File: src/design/sar_seq_pkg.sv
// Constants shared by the converter sequencer and its helpers
// Functional notes
// - Four channels A to D, each with its own 12-bit result register pair.
// - A sequence starts on a software start bit write or a PWM trigger pulse.
// - Each start converts every enabled channel in order A to D, once per averaged sample.
// - Each single conversion lasts 16 converter clocks, chop setting regardless.
// - With the enable bit low the core is powered down and never converts.
// - Prescaler 00/01/10/11 divides system clock by 32/16/8/4; reset value 11.
// - Sequence end raises the interrupt only while interrupt enable is set.
// - Busy status reads 1 during a sequence and 0 when idle.
// - A start during a running sequence aborts it and starts a fresh one.
// - Format 1: high byte bits 11..4, low byte bits 3..0 then zero nibble.
// - Format 0: high byte zero nibble and bits 11..8, low byte bits 7..0.
// - Averaging field 00/01/10/11 selects 1/2/4/8 samples; reset value 00.
// - With averaging, one channel's average completes before the next channel.
// - Auto-zero select 0 uses converter input, 1 uses fixed 1 V reference.
// - Each channel enable bit includes its channel in the sequence.
// - The software start bit clears itself when the sequence finishes.
// - Completion flag set on sequence end; software clears it by writing 0.
// - Fault set on retrigger before completion; cleared with the completion flag.
package sar_seq_pkg;
   localparam logic [7:0] ADDR_CFG1 = 8'hB9;
   localparam logic [7:0] ADDR_CHSEL = 8'hA9;
   localparam logic [7:0] ADDR_CFG3 = 8'hCE;
   localparam logic [7:0] ADDR_A_LOW = 8'hBA;
   localparam logic [7:0] ADDR_A_HIGH = 8'hBB;
   localparam logic [7:0] ADDR_B_LOW = 8'hBC;
   localparam logic [7:0] ADDR_B_HIGH = 8'hBD;
   localparam logic [7:0] ADDR_C_LOW = 8'hBE;
   localparam logic [7:0] ADDR_C_HIGH = 8'hBF;
   localparam logic [7:0] ADDR_D_LOW = 8'hAA;
   localparam logic [7:0] ADDR_D_HIGH = 8'hAB;

   // Config one fields
   localparam int CFG1_AZ = 7;
   localparam int CFG1_EN = 6;
   localparam int CFG1_IEN = 5;
   localparam int CFG1_FMT = 4;
   localparam int CFG1_AVG = 2;
   localparam int CFG1_PRE = 0;
   localparam logic [7:0] CFG1_RESET = 8'h03;
   localparam logic [7:0] CHSEL_RESET = 8'h00;

   // Config three fields; flag and start sit at different write and read positions
   localparam int CFG3_EN_LO = 4;
   localparam int CFG3_FAULT_RD = 3;
   localparam int CFG3_DONE_RD = 2;
   localparam int CFG3_BUSY_RD = 1;
   localparam int CFG3_CHOP_WR = 3;
   localparam int CFG3_AZDIS_WR = 2;
   localparam int CFG3_DONE_WR = 1;
   localparam int CFG3_START_WR = 0;
   localparam logic [3:0] CHEN_RESET = 4'h0;

   localparam int RESULT_W = 12;
   localparam int NUM_CHAN = 4;
   localparam int CONV_CYCLES = 16;
   localparam int SETTLE_TIME_NS = 2000;
   localparam int CLK_PERIOD_NS = 50;
   localparam int SETTLE_CYCLES = (SETTLE_TIME_NS + CLK_PERIOD_NS - 1) / CLK_PERIOD_NS;
   localparam int DIV_MIN = 4;

   typedef enum logic [1:0] {
      SEQ_IDLE = 2'b01,
      SEQ_CONV = 2'b10
   } seq_state_t;
endpackage

File: src/design/conv_clock_divider.sv
// Converter clock tick generator from the system clock
`timescale 1ns/1ps
`default_nettype none
module conv_clock_divider
#(
   parameter int CNT_W = 5
)
(
   input wire logic clk,
   input wire logic rst,
   input wire logic run,
   input wire logic [1:0] prescale,
   output logic tick
);
   logic [CNT_W-1:0] cnt_r;
   logic [CNT_W-1:0] cnt_nxt;
   logic [CNT_W-1:0] last;

   always_comb
   begin
      // 00 -> 32, 01 -> 16, 10 -> 8, 11 -> 4
      last = CNT_W'((sar_seq_pkg::DIV_MIN << (2'd3 - prescale)) - 1);
      tick = run && (cnt_r == last);
      cnt_nxt = cnt_r + 1'b1;
      if (!run || tick)
      begin
         cnt_nxt = '0;
      end
   end

   always_ff @(posedge clk)
   begin
      if (rst)
      begin
         cnt_r <= '0;
      end
      else
      begin
         cnt_r <= cnt_nxt;
      end
   end
endmodule
`default_nettype wire

File: src/design/sample_averager.sv
// Accumulator that averages 1, 2, 4 or 8 samples of one channel
`timescale 1ns/1ps
`default_nettype none
module sample_averager
#(
   parameter int DATA_W = 12
)
(
   input wire logic clk,
   input wire logic rst,
   input wire logic clear,
   input wire logic add,
   input wire logic [DATA_W-1:0] sample,
   input wire logic [1:0] avg_sel,
   output logic [DATA_W-1:0] average
);
   logic [DATA_W+2:0] sum_r;
   logic [DATA_W+2:0] sum_nxt;
   logic [DATA_W+2:0] total;

   always_comb
   begin
      // Includes the sample being added, so the average is ready on the last add
      total = sum_r + {3'b000, sample};
      average = DATA_W'(total >> avg_sel);
      sum_nxt = sum_r;
      if (clear)
      begin
         sum_nxt = '0;
      end
      else if (add)
      begin
         sum_nxt = total;
      end
   end

   always_ff @(posedge clk)
   begin
      if (rst)
      begin
         sum_r <= '0;
      end
      else
      begin
         sum_r <= sum_nxt;
      end
   end
endmodule
`default_nettype wire

File: src/design/sar_adc_sequencer.sv
// Sequencer, register file and result store of the four-channel converter
//
// Local design decision: strobed register access.
`timescale 1ns/1ps
`default_nettype none
module sar_adc_sequencer
(
   input wire logic clk,
   input wire logic rst,
   input wire logic [7:0] reg_addr,
   input wire logic [7:0] reg_wdata,
   input wire logic reg_wr,
   input wire logic reg_rd,
   output logic [7:0] reg_rdata,
   input wire logic pwm_trigger,
   input wire logic [11:0] converter_input,
   output logic analog_power_down,
   output logic conv_clock_tick,
   output logic sample_latch,
   output logic [1:0] active_channel,
   output logic [1:0] mux_select,
   output logic autozero_ref_select,
   output logic autozero_disable,
   output logic comparator_chop_disable,
   output logic busy,
   output logic conv_irq
);
   localparam int RW = sar_seq_pkg::RESULT_W;
   localparam int NC = sar_seq_pkg::NUM_CHAN;

   // Register state
   logic [7:0] cfg1_r;
   logic [7:0] cfg1_nxt;
   logic [7:0] chsel_r;
   logic [7:0] chsel_nxt;
   logic [3:0] chan_en_r;
   logic [3:0] chan_en_nxt;
   logic chop_r;
   logic chop_nxt;
   logic azdis_r;
   logic azdis_nxt;
   logic done_flag_r;
   logic done_flag_nxt;
   logic fault_r;
   logic fault_nxt;
   logic soft_start_r;
   logic soft_start_nxt;
   logic [7:0] rdata_r;
   logic [7:0] rdata_nxt;

   // Sequencer state
   sar_seq_pkg::seq_state_t state_r;
   sar_seq_pkg::seq_state_t state_nxt;
   logic [1:0] chan_r;
   logic [1:0] chan_nxt;
   logic [3:0] cyc_r;
   logic [3:0] cyc_nxt;
   logic [2:0] samp_r;
   logic [2:0] samp_nxt;
   logic [RW-1:0] result_r [NC];
   logic [RW-1:0] result_nxt [NC];

   // Combinational helpers
   logic conv_enable;
   logic irq_enable;
   logic result_format;
   logic [1:0] average_select;
   logic [1:0] prescale;
   logic cfg3_wr;
   logic start_evt;
   logic tick;
   logic conv_end;
   logic acc_clear;
   logic acc_add;
   logic [RW-1:0] average;
   logic [2:0] first_chan;
   logic [2:0] later_chan;
   logic [2:0] last_samp;
   logic [3:0] chen_eff;
   logic div_run;

   assign conv_enable = cfg1_r[sar_seq_pkg::CFG1_EN];
   assign irq_enable = cfg1_r[sar_seq_pkg::CFG1_IEN];
   assign result_format = cfg1_r[sar_seq_pkg::CFG1_FMT];
   assign average_select = cfg1_r[sar_seq_pkg::CFG1_AVG +: 2];
   assign prescale = cfg1_r[sar_seq_pkg::CFG1_PRE +: 2];
   assign cfg3_wr = reg_wr && (reg_addr == sar_seq_pkg::ADDR_CFG3);
   // Software start or trigger pulse; both count only with the core powered
   assign start_evt = conv_enable
      && ((cfg3_wr && reg_wdata[sar_seq_pkg::CFG3_START_WR]) || pwm_trigger);
   // A start write carries its own channel enables, so the new set picks the first channel
   assign chen_eff = cfg3_wr ? reg_wdata[sar_seq_pkg::CFG3_EN_LO +: 4] : chan_en_r;
   // Restart realigns the converter clock so the fresh conversion gets full periods
   assign div_run = (state_r == sar_seq_pkg::SEQ_CONV) && !start_evt;

   // First enabled channel at or after the given index, 4 when none is left
   function automatic logic [2:0] next_enabled(input logic [3:0] en, input logic [2:0] from);
      logic [2:0] found;
      found = 3'd4;
      for (int i = NC - 1; i >= 0; i--)
      begin
         // Channel A's enable is the top bit, D's the bottom
         if (en[NC - 1 - i] && (3'(i) >= from))
         begin
            found = 3'(i);
         end
      end
      return found;
   endfunction

   // Pack a 12-bit result into the high or low byte in the chosen justification
   function automatic logic [7:0] pack_byte(input logic [RW-1:0] res, input logic fmt,
                                            input logic high);
      logic [7:0] b;
      if (fmt)
      begin
         b = high ? res[11:4] : {res[3:0], 4'h0};
      end
      else
      begin
         b = high ? {4'h0, res[11:8]} : res[7:0];
      end
      return b;
   endfunction

   conv_clock_divider u_divider
   (
      .clk(clk),
      .rst(rst),
      .run(div_run),
      .prescale(prescale),
      .tick(tick)
   );

   sample_averager #(.DATA_W(RW)) u_averager
   (
      .clk(clk),
      .rst(rst),
      .clear(acc_clear),
      .add(acc_add),
      .sample(converter_input),
      .avg_sel(average_select),
      .average(average)
   );

   always_comb
   begin
      first_chan = next_enabled(chen_eff, 3'd0);
      later_chan = next_enabled(chan_en_r, 3'(chan_r) + 3'd1);
      last_samp = 3'((4'd1 << average_select) - 4'd1);
      conv_end = (state_r == sar_seq_pkg::SEQ_CONV) && tick
         && (cyc_r == 4'(sar_seq_pkg::CONV_CYCLES - 1));
      acc_add = conv_end && !start_evt && conv_enable;
      acc_clear = start_evt || (conv_end && (samp_r == last_samp));

      cfg1_nxt = cfg1_r;
      chsel_nxt = chsel_r;
      chan_en_nxt = chan_en_r;
      chop_nxt = chop_r;
      azdis_nxt = azdis_r;
      done_flag_nxt = done_flag_r;
      fault_nxt = fault_r;
      soft_start_nxt = soft_start_r;
      state_nxt = state_r;
      chan_nxt = chan_r;
      cyc_nxt = cyc_r;
      samp_nxt = samp_r;
      for (int i = 0; i < NC; i++)
      begin
         result_nxt[i] = result_r[i];
      end

      // Software writes first so that hardware sets below win a same-cycle clear
      if (reg_wr)
      begin
         unique case (reg_addr)
            sar_seq_pkg::ADDR_CFG1: cfg1_nxt = reg_wdata;
            sar_seq_pkg::ADDR_CHSEL: chsel_nxt = reg_wdata;
            sar_seq_pkg::ADDR_CFG3:
            begin
               chan_en_nxt = reg_wdata[sar_seq_pkg::CFG3_EN_LO +: 4];
               chop_nxt = reg_wdata[sar_seq_pkg::CFG3_CHOP_WR];
               azdis_nxt = reg_wdata[sar_seq_pkg::CFG3_AZDIS_WR];
               if (!reg_wdata[sar_seq_pkg::CFG3_DONE_WR])
               begin
                  done_flag_nxt = 1'b0;
                  fault_nxt = 1'b0;
               end
               if (reg_wdata[sar_seq_pkg::CFG3_START_WR])
               begin
                  soft_start_nxt = 1'b1;
               end
            end
            default:
            begin
            end
         endcase
      end

      if (!conv_enable)
      begin
         // Power-down stops any sequence and drops a pending start
         state_nxt = sar_seq_pkg::SEQ_IDLE;
         soft_start_nxt = 1'b0;
         cyc_nxt = '0;
         samp_nxt = '0;
      end
      else if (start_evt)
      begin
         if (state_r == sar_seq_pkg::SEQ_CONV)
         begin
            fault_nxt = 1'b1;
         end
         cyc_nxt = '0;
         samp_nxt = '0;
         if (first_chan[2])
         begin
            // No channel enabled: the empty sequence completes at once
            state_nxt = sar_seq_pkg::SEQ_IDLE;
            done_flag_nxt = 1'b1;
            soft_start_nxt = 1'b0;
         end
         else
         begin
            state_nxt = sar_seq_pkg::SEQ_CONV;
            chan_nxt = first_chan[1:0];
         end
      end
      else if ((state_r == sar_seq_pkg::SEQ_CONV) && tick)
      begin
         cyc_nxt = cyc_r + 4'd1;
         if (conv_end)
         begin
            samp_nxt = samp_r + 3'd1;
            if (samp_r == last_samp)
            begin
               // Whole average of this channel before moving on
               result_nxt[chan_r] = average;
               samp_nxt = '0;
               if (later_chan[2])
               begin
                  state_nxt = sar_seq_pkg::SEQ_IDLE;
                  done_flag_nxt = 1'b1;
                  soft_start_nxt = 1'b0;
               end
               else
               begin
                  chan_nxt = later_chan[1:0];
               end
            end
         end
      end

      rdata_nxt = 8'h00;
      if (reg_rd)
      begin
         unique case (reg_addr)
            sar_seq_pkg::ADDR_CFG1: rdata_nxt = cfg1_r;
            sar_seq_pkg::ADDR_CHSEL: rdata_nxt = chsel_r;
            sar_seq_pkg::ADDR_CFG3: rdata_nxt = {chan_en_r, fault_r, done_flag_r,
                                                 state_r == sar_seq_pkg::SEQ_CONV, 1'b0};
            sar_seq_pkg::ADDR_A_LOW: rdata_nxt = pack_byte(result_r[0], result_format, 1'b0);
            sar_seq_pkg::ADDR_A_HIGH: rdata_nxt = pack_byte(result_r[0], result_format, 1'b1);
            sar_seq_pkg::ADDR_B_LOW: rdata_nxt = pack_byte(result_r[1], result_format, 1'b0);
            sar_seq_pkg::ADDR_B_HIGH: rdata_nxt = pack_byte(result_r[1], result_format, 1'b1);
            sar_seq_pkg::ADDR_C_LOW: rdata_nxt = pack_byte(result_r[2], result_format, 1'b0);
            sar_seq_pkg::ADDR_C_HIGH: rdata_nxt = pack_byte(result_r[2], result_format, 1'b1);
            sar_seq_pkg::ADDR_D_LOW: rdata_nxt = pack_byte(result_r[3], result_format, 1'b0);
            sar_seq_pkg::ADDR_D_HIGH: rdata_nxt = pack_byte(result_r[3], result_format, 1'b1);
            default: rdata_nxt = 8'h00;
         endcase
      end
   end

   always_ff @(posedge clk)
   begin
      if (rst)
      begin
         cfg1_r <= sar_seq_pkg::CFG1_RESET;
         chsel_r <= sar_seq_pkg::CHSEL_RESET;
         chan_en_r <= sar_seq_pkg::CHEN_RESET;
         chop_r <= 1'b0;
         azdis_r <= 1'b0;
         done_flag_r <= 1'b0;
         fault_r <= 1'b0;
         soft_start_r <= 1'b0;
         rdata_r <= 8'h00;
         state_r <= sar_seq_pkg::SEQ_IDLE;
         chan_r <= 2'd0;
         cyc_r <= 4'd0;
         samp_r <= 3'd0;
         for (int i = 0; i < NC; i++)
         begin
            result_r[i] <= '0;
         end
      end
      else
      begin
         cfg1_r <= cfg1_nxt;
         chsel_r <= chsel_nxt;
         chan_en_r <= chan_en_nxt;
         chop_r <= chop_nxt;
         azdis_r <= azdis_nxt;
         done_flag_r <= done_flag_nxt;
         fault_r <= fault_nxt;
         soft_start_r <= soft_start_nxt;
         rdata_r <= rdata_nxt;
         state_r <= state_nxt;
         chan_r <= chan_nxt;
         cyc_r <= cyc_nxt;
         samp_r <= samp_nxt;
         for (int i = 0; i < NC; i++)
         begin
            result_r[i] <= result_nxt[i];
         end
      end
   end

   assign reg_rdata = rdata_r;
   assign analog_power_down = !conv_enable;
   assign conv_clock_tick = tick;
   assign sample_latch = acc_add;
   assign active_channel = chan_r;
   // Channel A field sits in the top bits, D in the bottom
   assign mux_select = chsel_r[6 - 2 * chan_r +: 2];
   assign autozero_ref_select = cfg1_r[sar_seq_pkg::CFG1_AZ];
   assign autozero_disable = azdis_r;
   // Chop only steers the analogue comparator; conversion length stays fixed
   assign comparator_chop_disable = chop_r;
   assign busy = (state_r == sar_seq_pkg::SEQ_CONV);
   // Level request, held until software clears the completion flag
   assign conv_irq = done_flag_r && irq_enable;
endmodule
`default_nettype wire

File: config.mk
export PLATFORM = sky130hd
export DESIGN_NAME = sar_adc_sequencer
export DESIGN_NICKNAME = d
export VERILOG_FILES = /design/src/design/sar_seq_pkg.sv /design/src/design/conv_clock_divider.sv /design/src/design/sample_averager.sv /design/src/design/sar_adc_sequencer.sv
export SDC_FILE = /design/constraint.sdc
export NUM_CORES = 1
export LEC_CHECK = 0
export BUFFER_PORTS_ARGS = -buffer_cell sky130_fd_sc_hd__buf_2
export CORE_MARGIN = 2
export CORE_UTILIZATION = 40
export CTS_CLUSTER_SIZE = 20
export DETAILED_ROUTE_END_ITERATION = 6
export PLACE_DENSITY = 0.62
export SYNTH_ARGS = -nofsm -noshare
export SYNTH_HDL_FRONTEND = slang
export SYNTH_SLANG_ARGS = --single-unit
export TNS_END_PERCENT = 1
File: constraint.sdc
create_clock -name clk -period 2.6 [get_ports clk]
set_input_delay 0.39 -clock clk [delete_from_list [all_inputs] [get_ports clk]]
set_output_delay 0.39 -clock clk [all_outputs]
set_load 0.005 [all_outputs]
==> impl_metrics.tcl, run 1 <==
set metrics [dict create \
    power_density_nw_per_um2 435 \
    synthArstFlopShare 0 \
    setup_violations 0 \
    fin_crit_sh 0.970 \
    routed_via_density 5.67 \
    hold_path.class "in -> reg" \
    worstPathMaxFanout 4 \
    antenna_found_initial 0 \
    startpoint_type "flop" \
    worst_slew_pin_slew_ns 0.651 \
    r2r-start "u_averager.sum_r[0]" \
    rsz0062_at_grt "yes" \
    power_mw 3.32 \
    area_growth_pct 22.1 \
    yosysMostFrequentCell "dfxtp_1" \
    ant_nets 0 \
    r2r_slack_ns 0.08 \
    clk_pin_slew_worst_paths_ns 0.08 \
    p_int_mw 2.48 \
    dieWidth_um 129 \
    violations "DRC" \
    reg2regPathDepth 13 \
    overflow 0 \
    drive_above_1_share 0.229 \
    whs_path_depth 3 \
    synth_fp_nets 798 \
    hold_end "comparator_chop_disable" \
    slew_violations 0 \
    grt_max_degree 31 \
    grt_pass1_vias 5592 \
    path_class "reg -> reg" \
    n_antenna_cell 0 \
    cts_max_path_buffers 2 \
    cts_root_buf "clkbuf_16" \
    reg2reg_to "result_r[1][8]" \
    dpl_cell_area_um2 7190 \
    fin_ws_ns 0.0778 \
    ys_ff_latch 111 \
    synth_top_flop_cell "dfxtp_1" \
    wl_mm 17.8 \
    p_clk_frac 0.415 \
    row_count 45 \
    synth_warnings 0 \
    slew_headroom 0.566 \
    die_area_um2 16600 \
    clock_latency_ns 0.36 \
    crit_path_top_delay_cell "fa_2" \
    synth.top_cell.area_share 0.356 \
    gp_congestion 0.898 \
    combPwrFrac 0.073 \
    htree_levels 3 \
    fin_crit_ns 2.52 \
    power.leakage_nw 2.96 \
    yosys.area.top_type "dfxtp_1" \
    wl_per_cell_um 16.7 \
    pre_cts_ws_ns -0.264 \
    syn_inst 749 \
    setup.worst_path.end_class "flop" \
    vias 6045 \
    synth_edf_count 0 \
    crit_required_ns 2.84 \
    max_stage_delay_ns 0.36 \
    io_pins 53 \
    p_seq_frac 0.512 \
    hold_path.startpoint "reg_wdata[3]" \
    cts_tree "yes" \
    timing.critical_path.cells "ha_4 -> inv_2 -> fa_2 -> nand2b_4 -> a211oi_4 -> buf_4 -> o31a_1 -> o211ai_1 -> nand2_1 -> nand2_1 -> mux2i_1 -> buf_4 -> o22ai_1" \
    seq_area_frac_synth 0.356 \
    final-hold-violation-count 0 \
    design_area_um2 7630 \
    status "complete, but fails checks" \
    drv_cap 0 \
    p_sw_uw 837 \
    switching_share 0.252 \
    clock_skew_ns 0.0133 \
    ys_top_cells_by_area "dfxtp_1 36%, mux2i_1 6.7%, a21oi_1 5.4%, nand2_1 4.8%, nor2_1 4.6%" \
    syn_area_um2 6250 \
    finalNonFillerCells 1066 \
    avgSynthCellArea_um2 8.34 \
    firstDrtPassIters 7 \
    clock.fmax_ghz 0.396 \
    initial_core_util 0.409 \
    grt_pass1_wl_mm 28.7 \
    final_core_util 0.500 \
    portBuffers 52 \
    drtIter0Drc 590 \
    drc 1 \
    cts_buffers 9 \
    die_height_um 129 \
    arrival_ns 2.76 \
    dp.cells 1046 \
    nets 899 \
    core-area_um2 15300 \
    dpl.hpwl_mm 13.1 \
    ys_types 68 \
    grtUsageTotal 0.217 \
    vdd_drop_max_mv 0.388 \
    synthTopCellsByCount "111 x dfxtp_1, 80 x nand2_1, 77 x nor2_1" \
    cts_sinks 111 \
]
==> cells in the final DEF, fill, tap and decap left out, types with 8 or more instances in the layout <==
cell and instances:
nand3_1 18, o21ai_0 20, ha_1 13, xnor2_1 11
dfxtp_1 108, a22oi_1 12, nand2_1 80, a21oi_1 66
nor2b_1 8, buf_4 74, nand2b_1 34, clkbuf_16 9
nor3_1 17, inv_1 18, mux2i_1 42, buf_2 52
a222oi_1 10, o211ai_1 9, o22ai_1 23, nor2_1 76
mux2_2 13
==> power by group through the flow <==
stage / Sequential, mW / Clock, mW / Combinational (mW)
after floorplan: 1.74 / 0 / 0.117
after global placement: 1.74 / 0 / 0.229
after detailed placement: 1.74 / 0 / 0.229
after CTS: 1.70 / 1.41 / 0.233
after global routing: 1.70 / 1.48 / 0.262
final: 1.70 / 1.38 / 0.241
==> state kept, by name, indices dropped and copies added (netlist names) <==
signal and count:
active_channel 2, autozero_disable 1, cfg1_r 8, chan_en_r 4, chsel_r 8, comparator_chop_disable 1
cyc_r 4, done_flag_r 1, fault_r 1, reg_rdata 8, result_r 48, samp_r 3
state_r 2, u_averager.sum_r 15, u_divider.cnt_r 5
==> critical path, delay by kind of cell (launching register included) <==
| kind | cells | cell delay, ns |
|---|---|---|
| flip-flops | 1 | 0.35 |
| AO/OA/AOI/OAI | 4 | 0.72 |
| buffers and inverters | 3 | 0.36 |
| multiplexers | 1 | 0.15 |
| adder cells (fa/ha/maj) | 2 | 0.49 |
| AND/OR/NAND/NOR | 3 | 0.34 |
==> per-stage QoR <==
step	hold WS (ns)	setup TNS, ns
5_1_grt	0.294	-0.775
3_3_place_gp	0.432	-4.16
4_1_cts	0.297	0
6_report	0.312	0
2_1_floorplan	0.418	0
3_5_place_dp	0.443	-5.71
==> how the worst max path moves through the flow <==
| stage | slack (ns) | endpoint | depth (start not counted) | startpoint |
|---|---|---|---|---|
| 2_1_floorplan | 0.03 | result_r[0][11] | 11 | converter_input[0] |
| 3_3_place_gp | -0.20 | result_r[0][3] | 11 | converter_input[0] |
| 3_5_place_dp | -0.26 | result_r[3][10] | 13 | converter_input[0] |
| 4_1_cts | 0.01 | conv_clock_tick | 7 | cfg1_r[1] |
| 5_1_grt | -0.06 | result_r[3][11] | 9 | u_averager.sum_r[1] |
| 6_report | 0.08 | result_r[1][8] | 13 | u_averager.sum_r[0] |
==> logic make-up after synthesis <==
| logic type | after synthesis | synth area share |
|---|---|---|
| flip-flops | 111 | 0.356 |
| adder cells (fa/ha/maj) | 16 | 0.0332 |
| buffers and inverters | 58 | 0.0362 |
| multiplexers | 59 | 0.105 |
| AND/OR/NAND/NOR | 287 | 0.234 |
| XOR/XNOR | 19 | 0.0266 |
| AO/OA/AOI/OAI | 199 | 0.209 |
==> what timing repair did <==
action / in CTS / in global routing
gates resized for setup: 10 / 19
endpoints found under the hold margin: 0 / 0
buffers inserted: 0 / 4
setup endpoints to repair: 23 / 41
cloned: 0 / 0
hold buffers: 0 / 0
pin swaps: 1 / 21
==> final cells by class <==
cell class / instances / area (um^2)
Tap cell: 211 / 264
Multi-Input combinational cell: 580 / 3910
Inverter: 20 / 77.6
Sequential cell: 111 / 2230
Clock inverter: 6 / 61.3
Clock buffer: 10 / 229
Fill cell: 1509 / 7630
Timing Repair Buffer: 128 / 856
==> layer usage <==
| metal | routed length, um | global-route usage |
|---|---|---|
| met1 | 8440 | 0.309 |
| met2 | 8120 | 0.339 |
| met3 | 1040 | 0.0457 |
| met4 | 245 | 0.0492 |
| met5 | 0 | 0 |
Power figures use the tool's default switching activity.
==> run 2, diff against run 1 <==
--- a/config.mk
+++ b/config.mk
@@ -6,12 +6,13 @@
 export NUM_CORES = 1
 export LEC_CHECK = 0
 export BUFFER_PORTS_ARGS = -buffer_cell sky130_fd_sc_hd__buf_2
-export CORE_MARGIN = 2
 export CORE_UTILIZATION = 40
 export CTS_CLUSTER_SIZE = 20
 export DETAILED_ROUTE_END_ITERATION = 6
 export PLACE_DENSITY = 0.62
+export RECOVER_POWER = 50
 export SYNTH_ARGS = -nofsm -noshare
 export SYNTH_HDL_FRONTEND = slang
+export SYNTH_HIERARCHICAL = 1
 export SYNTH_SLANG_ARGS = --single-unit
 export TNS_END_PERCENT = 1
==> run 2 against run 1 <==
Net effect: the run ends with setup timing left; die area down 0.63%; clock power down 4%; clock skew down 0.0016 ns; critical path type is now in -> reg.
==> impl_metrics.tcl, run 2 <==
set metrics [dict create \
    hold_end "cfg1_r[2]" \
    syn_inst 717 \
    ant_nets 0 \
    r2r-start "u_divider/cnt_r[1]" \
    dpl_cell_area_um2 7350 \
    die_height_um 129 \
    startpoint_type "input port" \
    tns_ns -0.509 \
    synthTopCellsByCount "113 x nor2_1, 111 x dfxtp_1, 89 x mux2i_1" \
    power_density_nw_per_um2 424 \
    nets 865 \
    crit_required_ns 2.83 \
    final_cell_mix "113 x nor2_1, 108 x dfxtp_1, 89 x mux2i_1, 66 x buf_4, 44 x buf_2" \
    p_clk_frac 0.406 \
    ys_top_cells_by_area "dfxtp_1 35%, mux2i_1 14%, nor2_1 6.6%, mux4_2 3.2%, a21oi_1 3.0%" \
    arrival_ns 2.88 \
    avgSynthCellArea_um2 8.94 \
    reg2reg_to "result_r[0][10]" \
    cts_tree "yes" \
    cts_sinks 111 \
    drv_cap 0 \
    worst_slew_pin_slew_ns 0.667 \
    clock_latency_ns 0.36 \
    ys_ff_latch 111 \
    whs_path_depth 3 \
    synth.top_cell.area_share 0.347 \
    dpl.hpwl_mm 13.1 \
    design_area_um2 7770 \
    synth_top_flop_cell "dfxtp_1" \
    seq_area_frac_synth 0.347 \
    slew_violations 0 \
    fin_crit_sh 1.02 \
    power.leakage_nw 3.14 \
    yosysMostFrequentCell "nor2_1" \
    grtUsageTotal 0.220 \
    rsz0062_at_grt "yes" \
    antenna_found_initial 0 \
    reg2regPathDepth 12 \
    r2r_slack_ns -0.04 \
    hold_path.class "in -> reg" \
    drc 0 \
    path_class "in -> reg" \
    worstPathMaxFanout 12 \
    p_sw_uw 781 \
    violations "setup timing" \
    grt_max_degree 46 \
    synth_fp_nets 766 \
    grt_pass1_wl_mm 28.5 \
    setup_violations 20 \
    vdd_drop_max_mv 0.325 \
    clock.fmax_ghz 0.378 \
    p_int_mw 2.51 \
    reg_top3 "result_r (48), u_averager/sum_r (15)" \
    io_pins 53 \
    row_count 45 \
    ys_types 76 \
    combPwrFrac 0.078 \
    mostFrequentLayoutCell "nor2_1" \
    overflow 0 \
    htree_levels 3 \
    slew_headroom 0.556 \
    clk_pin_slew_worst_paths_ns 0.07 \
    n_antenna_cell 0 \
    synth_warnings 6 \
    firstDrtPassIters 6 \
    fin_crit_ns 2.65 \
    routed_via_density 5.64 \
    area_growth_pct 21.2 \
    drtIter0Drc 439 \
    die_area_um2 16500 \
    final-hold-violation-count 0 \
    synth_edf_count 0 \
    wl_per_cell_um 17.1 \
    vias 5818 \
    cts_root_buf "clkbuf_16" \
    syn_area_um2 6410 \
    initial_core_util 0.415 \
    final_core_util 0.504 \
    wl_mm 17.6 \
    cts_buffers 9 \
    yosys.area.top_type "dfxtp_1" \
    status "complete, but fails checks" \
    fin_ws_ns -0.0486 \
    core-area_um2 15400 \
    setup.worst_path.end_class "flop" \
    clock_skew_ns 0.0117 \
    finalNonFillerCells 1032 \
    dieWidth_um 129 \
    cts_max_path_buffers 2 \
    p_seq_frac 0.516 \
    largest_register "result_r" \
    gp_congestion 0.867 \
    dp.cells 1010 \
    drive_above_1_share 0.238 \
    switching_share 0.237 \
    cts_hold_buf 0 \
    largest_reg_flops 48 \
    synthArstFlopShare 0 \
    grt_pass1_vias 5573 \
    hold_path.startpoint "reg_wdata[2]" \
    portBuffers 52 \
]
==> run 2: cell types whose count changed after synthesis, moves of 8 or more <==
cell and delta:
a21oi_1 -29, a222oi_1 -8, mux2i_1 +47, nand2_1 -50, nand2b_1 -30, o22ai_1 -21, nor2_1 +36
==> run 2: worst max path at each step <==
stage | from | end | slack [ns]
3_3_place_gp | reg_addr[4] | result_r[0][11] | -0.43
4_1_cts | u_divider/cnt_r[1] | result_r[0][10] | -0.04
5_1_grt | u_divider/cnt_r[1] | result_r[0][8] | -0.18
3_5_place_dp | reg_addr[4] | result_r[0][10] | -0.47
6_report | reg_addr[4] | result_r[0][10] | -0.05
2_1_floorplan | reg_wr | result_r[0][6] | -0.36
==> run 2: logic make-up after synthesis <==
logic type,after synthesis,synth area share
and+or+nand+nor,256,0.205
buffers and inverters,62,0.0418
AOI/OAI and AO/OA,142,0.153
xor gates and xnor gates,18,0.0258
DFF,111,0.347
adders and majority gates,16,0.0324
muxes,112,0.195
==> run 2: worst max-delay path, stage by stage <==
cell,delay (ns)
buf_2,0.14
and4bb_2,0.28
a32o_1,0.28
nor2b_2,0.14
o21a_1,0.15
and3b_2,0.21
nand4_4,0.09
nor4b_4,0.29
buf_4,0.20
nor4b_4,0.24
buf_12,0.20
mux2i_1,0.21
nor2_1,0.06
==> run 2: cell type report <==
class	instances	area, um^2
Fill cell	1496	7660
Multi-Input combinational cell	544	4040
Sequential cell	111	2230
Timing Repair Buffer	133	893
Clock buffer	14	264
Tap cell	211	264
Inverter	17	63.8
Clock inverter	2	15.0
==> run 2: power groups by stage <==
stage                     combinational [mW]  clock [mW]  sequential [mW]
after detailed placement               0.247           0             1.74
final                                  0.257        1.33             1.70
after CTS                              0.255        1.36             1.70
after global routing                   0.276        1.43             1.70
after floorplan                        0.131           0             1.74
after global placement                 0.244           0             1.74
==> run 2: timing repair <==
item,in CTS,in global routing
pin swaps,11,5
setup endpoints to repair,56,51
buffers inserted,6,0
gates resized for setup,21,9
==> run 2: metal layers <==
metal,track usage,wire [um],vias to the layer above,share of wire
met1,0.281,7970,2817,0.45
met5,0,0,-,0
met4,0.0609,290,0,0.016
met3,0.0374,800,20,0.045
li1,-,-,2814,-
met2,0.380,8580,167,0.49
==> run 2: metrics by stage <==
| stage | hold WS, ns | setup WS (ns) | power (mW) |
|---|---|---|---|
| after detailed placement | 0.453 | -0.466 | 1.99 |
| after global placement | 0.440 | -0.433 | 1.98 |
| final | 0.318 | -0.0486 | 3.29 |
| after floorplan | 0.427 | -0.357 | 1.87 |
| after CTS | 0.303 | -0.0353 | 3.32 |
| after global routing | 0.323 | -0.183 | 3.40 |
